### src/hdl/lirar_pkg.sv
// Constants for the right line input to ADC routing register bank.
// Assumes an APB slave with 32-bit data; each register on one aligned word.
// Overview of operation
// [RULE1] Bit 7 of both registers: 0 single-ended, 1 fully differential; resets 0.
// [RULE2] Software programs the same input mode in both registers when routed to both.
// [RULE3] Bits 6..3 attenuate: 0000 is 0 dB, 1.5 dB per code, 1000 is -12 dB.
// [RULE4] A valid code in the left register connects the input to left mix; 1111 not.
// [RULE5] A valid code in the right register connects the input to right mix; 1111 not.
// [RULE6] Software never writes reserved attenuation codes 1001 to 1110.
// [RULE7] Left register bits 2..0 are read-only zeros; software writes zeros there.
// [RULE8] Right register bit 2 powers the right ADC channel; resets 0, powered down.
// [RULE9] Right register bits 1..0: 00 step each sample, 01 every two, 1x none.
// [RULE10] Writable fields hold the last written value; reads return it.
package lirar_pkg;
	// Printed offsets are not multiples of four, so they are indices
	localparam logic [7:0]  lirar_left_index   = 8'h15;
	localparam logic [7:0]  lirar_right_index  = 8'h16;
	localparam logic [11:0] lirar_left_addr    = {2'b00, lirar_left_index, 2'b00};
	localparam logic [11:0] lirar_right_addr   = {2'b00, lirar_right_index, 2'b00};
	localparam int          lirar_mode_bit     = 7;
	localparam int          lirar_atten_msb    = 6;
	localparam int          lirar_atten_lsb    = 3;
	localparam int          lirar_power_bit    = 2;
	localparam logic [3:0]  lirar_atten_max    = 4'h8;
	localparam logic [3:0]  lirar_atten_off    = 4'hf;
	localparam logic [7:0]  lirar_left_reset   = 8'h78;
	localparam logic [7:0]  lirar_right_reset  = 8'h78;
	localparam logic [7:0]  lirar_left_wmask   = 8'hf8;
	localparam logic [7:0]  lirar_right_wmask  = 8'hff;
	localparam logic [1:0]  lirar_step_every   = 2'h0;
	localparam logic [1:0]  lirar_step_second  = 2'h1;

	typedef enum logic [1:0] {
		lirar_step_one_t_one,
		lirar_step_one_t_two,
		lirar_step_one_t_off
	} lirar_step_t;
endpackage : lirar_pkg

### src/hdl/lirar_regs.sv
// Routing register bank for the right line input, APB slave with control outputs.
// Assumes fs_tick is a one-cycle pulse per sample period, synchronous to clk.
//
// Our own choice: the APB register port.
`timescale 1ns/100ps
module lirar_regs (
	input  wire logic                  clk,
	input  wire logic                  reset,
	input  wire logic                  psel,
	input  wire logic                  penable,
	input  wire logic                  pwrite,
	input  wire logic [11:0]           paddr,
	input  wire logic [31:0]           pwdata,
	input  wire logic [3:0]            pstrb,
	output logic      [31:0]           prdata,
	output logic                       pready,
	output logic                       pslverr,
	input  wire logic                  fs_tick,
	output logic                       left_diff_mode,
	output logic      [3:0]            left_atten,
	output logic                       left_connect,
	output logic                       right_diff_mode,
	output logic      [3:0]            right_atten,
	output logic                       right_connect,
	output logic                       right_adc_power,
	output logic                       right_step_tick,
	output lirar_pkg::lirar_step_t     right_step_mode
);
	import lirar_pkg::*;

	logic [7:0]  left_reg;
	logic [7:0]  right_reg;
	logic [7:0]  next_left_reg;
	logic [7:0]  next_right_reg;
	logic [31:0] next_prdata;
	logic        next_pready;
	logic        next_pslverr;
	logic        half_phase;
	logic        next_half_phase;
	logic        next_step_tick;
	lirar_step_t next_step_mode;

	logic access;
	logic wr_left;
	logic wr_right;
	assign access   = psel && penable && !pready;
	assign wr_left  = access && pwrite && pstrb[0] && (paddr == lirar_left_addr);
	assign wr_right = access && pwrite && pstrb[0] && (paddr == lirar_right_addr);

	// Register storage and APB answer; one wait state so outputs stay registered
	always_comb begin
		next_left_reg  = left_reg;
		next_right_reg = right_reg;
		next_prdata    = 32'h0000_0000;
		next_pready    = access;
		next_pslverr   = 1'b0;
		if (wr_left) begin
			next_left_reg = pwdata[7:0] & lirar_left_wmask; // [RULE7] [RULE10]
		end else if (wr_right) begin
			next_right_reg = pwdata[7:0] & lirar_right_wmask; // [RULE10]
		end
		if (access) begin
			if (paddr == lirar_left_addr) begin
				next_prdata = {24'h00_0000, left_reg}; // [RULE10]
			end else if (paddr == lirar_right_addr) begin
				next_prdata = {24'h00_0000, right_reg};
			end else begin
				next_pslverr = 1'b1; // Unmapped address answers with error
			end
		end
		if (!pwrite) begin
			next_prdata = next_pslverr ? 32'h0000_0000 : next_prdata;
		end else begin
			next_prdata = 32'h0000_0000;
		end
	end

	always_ff @(posedge clk or posedge reset) begin
		if (reset) begin
			left_reg  <= lirar_left_reset;
			right_reg <= lirar_right_reset;
			prdata    <= 32'h0000_0000;
			pready    <= 1'b0;
			pslverr   <= 1'b0;
		end else begin
			left_reg  <= next_left_reg;
			right_reg <= next_right_reg;
			prdata    <= next_prdata;
			pready    <= next_pready;
			pslverr   <= next_pslverr;
		end
	end

	// Soft-step pacing: sample tick divided per step field
	always_comb begin
		next_half_phase = half_phase;
		next_step_tick  = 1'b0;
		next_step_mode  = lirar_step_one_t_off;
		case (right_reg[1:0]) // [RULE9]
			lirar_step_every: begin
				next_step_mode = lirar_step_one_t_one;
				next_step_tick = fs_tick;
			end
			lirar_step_second: begin
				next_step_mode = lirar_step_one_t_two;
				if (fs_tick) begin
					next_half_phase = !half_phase;
					next_step_tick  = half_phase;
				end
			end
			default: begin
				next_half_phase = 1'b0; // Disabled: no steps, phase parked
			end
		endcase
	end

	always_ff @(posedge clk or posedge reset) begin
		if (reset) begin
			half_phase      <= 1'b0;
			right_step_tick <= 1'b0;
			right_step_mode <= lirar_step_one_t_one;
		end else begin
			half_phase      <= next_half_phase;
			right_step_tick <= next_step_tick;
			right_step_mode <= next_step_mode;
		end
	end

	// Analog controls decoded from stored fields, registered for clean outputs
	always_ff @(posedge clk or posedge reset) begin
		if (reset) begin
			left_diff_mode  <= 1'b0;
			left_atten      <= lirar_atten_off;
			left_connect    <= 1'b0;
			right_diff_mode <= 1'b0;
			right_atten     <= lirar_atten_off;
			right_connect   <= 1'b0;
			right_adc_power <= 1'b0;
		end else begin
			left_diff_mode  <= next_left_reg[lirar_mode_bit]; // [RULE1]
			left_atten      <= next_left_reg[lirar_atten_msb:lirar_atten_lsb]; // [RULE3]
			// Reserved codes are treated as disconnected, safest for the mix
			left_connect    <= next_left_reg[lirar_atten_msb:lirar_atten_lsb]
				<= lirar_atten_max; // [RULE4]
			right_diff_mode <= next_right_reg[lirar_mode_bit]; // [RULE1]
			right_atten     <= next_right_reg[lirar_atten_msb:lirar_atten_lsb]; // [RULE3]
			right_connect   <= next_right_reg[lirar_atten_msb:lirar_atten_lsb]
				<= lirar_atten_max; // [RULE5]
			right_adc_power <= next_right_reg[lirar_power_bit]; // [RULE8]
		end
	end
endmodule : lirar_regs
### config.mk
export PLATFORM = sky130hd
export DESIGN_NAME = lirar_regs
export DESIGN_NICKNAME = d
export VERILOG_FILES = /design/src/hdl/lirar_pkg.sv /design/src/hdl/lirar_regs.sv
export SDC_FILE = /design/constraint.sdc
export NUM_CORES = 1
export LEC_CHECK = 0
export ABC_CLOCK_PERIOD_IN_PS = 2750
export BUFFER_PORTS_ARGS = -buffer_cell sky130_fd_sc_hd__buf_4
export CORE_MARGIN = 2
export CORE_UTILIZATION = 43
export CTS_CLUSTER_SIZE = 20
export DETAILED_ROUTE_END_ITERATION = 8
export PLACE_DENSITY = 0.84
export SLEW_MARGIN = 20
export SYNTH_ARGS = -nofsm -noshare
export SYNTH_HDL_FRONTEND = slang
export SYNTH_SLANG_ARGS = --single-unit
### constraint.sdc
create_clock -name clk -period 2.75 [get_ports clk]
set_input_delay 0.6875 -clock clk [delete_from_list [all_inputs] [get_ports clk]]
set_output_delay 0.6875 -clock clk [all_outputs]
set_load 0.02 [all_outputs]
==> flow_summary.yaml <==
logic_synthesis:
  synth.most_common_cell: "buf_4"
  ys_seq_elements: 29
  synth_top_cell_by_area: "dfrtp_1"
  synth_cell_types: 25
  syn-cell-area_sq_um: 1406
  yosysTopAreaCellShare: 0.3737
  synth_common_cells: "buf_4 (28), dfrtp_1 (21), mux2_2 (15)"
  synth_edf_count: 0
  yosysWarnings: 0
  synthArstFlopShare: 1.000
  synth_cells: 113
  synth_area_leaders: "dfrtp_1 (37%), buf_4 (15%), dfstp_2 (15%)"
  synthFlopType: "dfrtp_1"
  ys_seq_area_frac: 0.5231
  avgSynthCellArea_sq_um: 12.45
worst_setup_path:
  r2r_slack_ns: 1.05
  critPathMaxStageDelay_ns: 0.54
  crit_fanout: 6
  cp-start-kind: "primary input"
  setup.worst_path.class: "primary input to flop"
  cp-end-kind: "flop"
  path_cells: "buf_4 > or4_4 > nor4_1 > nand2_1 > mux2_2"
  cp.required_ns: 2.96
  cp.arrival_ns: 2.35
  crit_slowest_cell: "or4_4"
sta:
  hold_viol: 0
  tns_ns: 0
  rsz0062_at_grt: "no"
  worstMarginPinSlew_ns: 0.8381
  setup_viol: 0
  max_freq_mhz: 467.7
  relSlewSlack: 0.4407
  drv_slew: 0
  period_share: 0.7775
  fin_ws_ns: 0.6120
  clock_skew_ns: 0.01375
  period_minus_slack_ns: 2.138
grt:
  grt_max_degree: 24
  grt_overflow: 0
  grt_pass1_vias: 932
  grt_pass1_wl_um: 4160
  grt_use_total: 0.1582
  antenna_found_initial: 0
detailed_routing:
  drc: 0
  vias_per_cell: 4.484
  vias: 955
  wire_per_inst_um: 12.54
  drtIter0Drc: 22
  drt.antenna.violating_nets: 0
  wirelength_um: 2670
  drtPass1Iterations: 3
placed_design:
  dp_hpwl_um: 2168
  io_buffers: 52
  gp_congestion: 0.8184
  pre_cts_slack_ns: 0.2261
clock_tree:
  cts_tree: "done"
  ctsLongestPathBuffers: 2
  cts_setup_buffers: 0
  cts_resized: 0
  htree_levels: 2
  ctsHoldBuffers: 0
  clk_pin_slew_ns: 0.10
  cts.sinks: 29
  clock_latency_ns: 0.33
  cts_made_buffers: 5
  cts_root_buf: "clkbuf_4"
final_layout:
  utilization: 0.5972
  nets: 222
  fillerInstances: 277
  drive_gt1_frac: 0.5503
  area_growth_pct: 30.69
  num_antenna_cells: 0
floorplanning:
  chipWidth_um: 61.19
  design.die.area_sq_um: 3744
  io_pins: 104
  die-height_um: 61.19
  start_util: 0.4569
  core_area_sq_um: 3078
  core.rowCount: 20
job:
  maxCapViolations: 0
pwr:
  ir_drop_v: 0.0004449
  leakage_nw: 0.9472
  p_per_area_nw_per_um2: 513.6
min_path:
  min_path_type: "flop to flop"
status:
  outcome: "complete, no violations"
-- through the flow --
step	hold slack (ns)	std cells	instance area [sq um]	total power, mW
floorplan	0.4706	136	1493	0.5111
global placement	0.4528	205	1735	0.5231
detailed placement	0.4668	205	1735	0.5253
CTS	0.4878	213	1838	0.9538
global route	0.5170	213	1838	0.9884
finish	0.4994	213	1838	0.9439
-- placed cells by master (no fill, tap or decap) --
master      n
mux2_2     15
nor2b_1     2
dfrtp_1    21
or4_4       2
nand3b_1    1
o31a_1      1
nand2_2     1
o31ai_1     3
dfstp_2     8
conb_1     24
or4b_4      1
nor2_1      7
nor4b_4     1
nor4_1      1
a22oi_1     5
clkbuf_4    5
nor3b_2     2
bufinv_16   2
nand2b_1    1
and2_1      3
xor2_1      1
nor3b_1     1
nand2_1     3
buf_4      55
clkinv_2    1
inv_1       2
-- critical path, delay by kind of cell --
kind                   cells  cell delay (ns)
buffers and inverters      1             0.11
multiplexers               1             0.34
AND/OR/NAND/NOR            3             1.23
-- cells by family (layout without fill, tap and decap cells) --
logic type | after synthesis | after routing | share of synthesized area
multiplexers | 15 | 15 | 0.1201
buffers and inverters | 32 | 65 | 0.1655
XOR/XNOR | 1 | 1 | 0.006229
other | 1 | 24 | 0.002666
flip-flops | 29 | 29 | 0.5231
AND/OR/NAND/NOR | 26 | 26 | 0.1335
AO/OA/AOI/OAI | 9 | 9 | 0.04894
-- power by group --
part	internal (mW)	switching, mW	leakage [nW]
clock network	0.281	0.145	0.0552
registers	0.429	0.000959	0.361
logic	0.0330	0.0538	0.531
total	0.744	0.200	0.947
-- worst paths after layout --
| check | startpoint | to | cells after the start |
|---|---|---|---|
| min in group asynchronous | reset | prdata[5] | 2 |
| max in group asynchronous | reset | left_reg[5] | 3 |
| min reg2reg | right_reg[1] | right_step_mode[1] | 0 |
| max reg2reg | pready | left_connect | 4 |
| max | paddr[1] | left_connect | 5 |
| min | right_reg[1] | right_step_mode[1] | 0 |
-- routing by layer --
| layer | wire length, um | global-route usage | vias to the layer above | part of all wire |
|---|---|---|---|---|
| met4 | 43 | 0.07453 | 0 | 0.016 |
| met1 | 1007 | 0.1615 | 458 | 0.38 |
| met2 | 1403 | 0.2888 | 47 | 0.53 |
| met3 | 215 | 0.05252 | 5 | 0.081 |
| met5 | 0 | 0 | - | 0 |
| li1 | - | - | 445 | - |
-- area by class of cell --
type	instances	area (sq um)	area share
Timing Repair Buffer	55	412.9	0.2246
Clock buffer	5	37.54	0.02042
Tap cell	44	55.05	0.02995
Clock inverter	3	65.06	0.03540
Sequential cell	29	735.7	0.4003
Multi-Input combinational cell	75	524.3	0.2852
Inverter	2	7.507	0.004084
No activity file was read; power rests on OpenSTA's default activity.
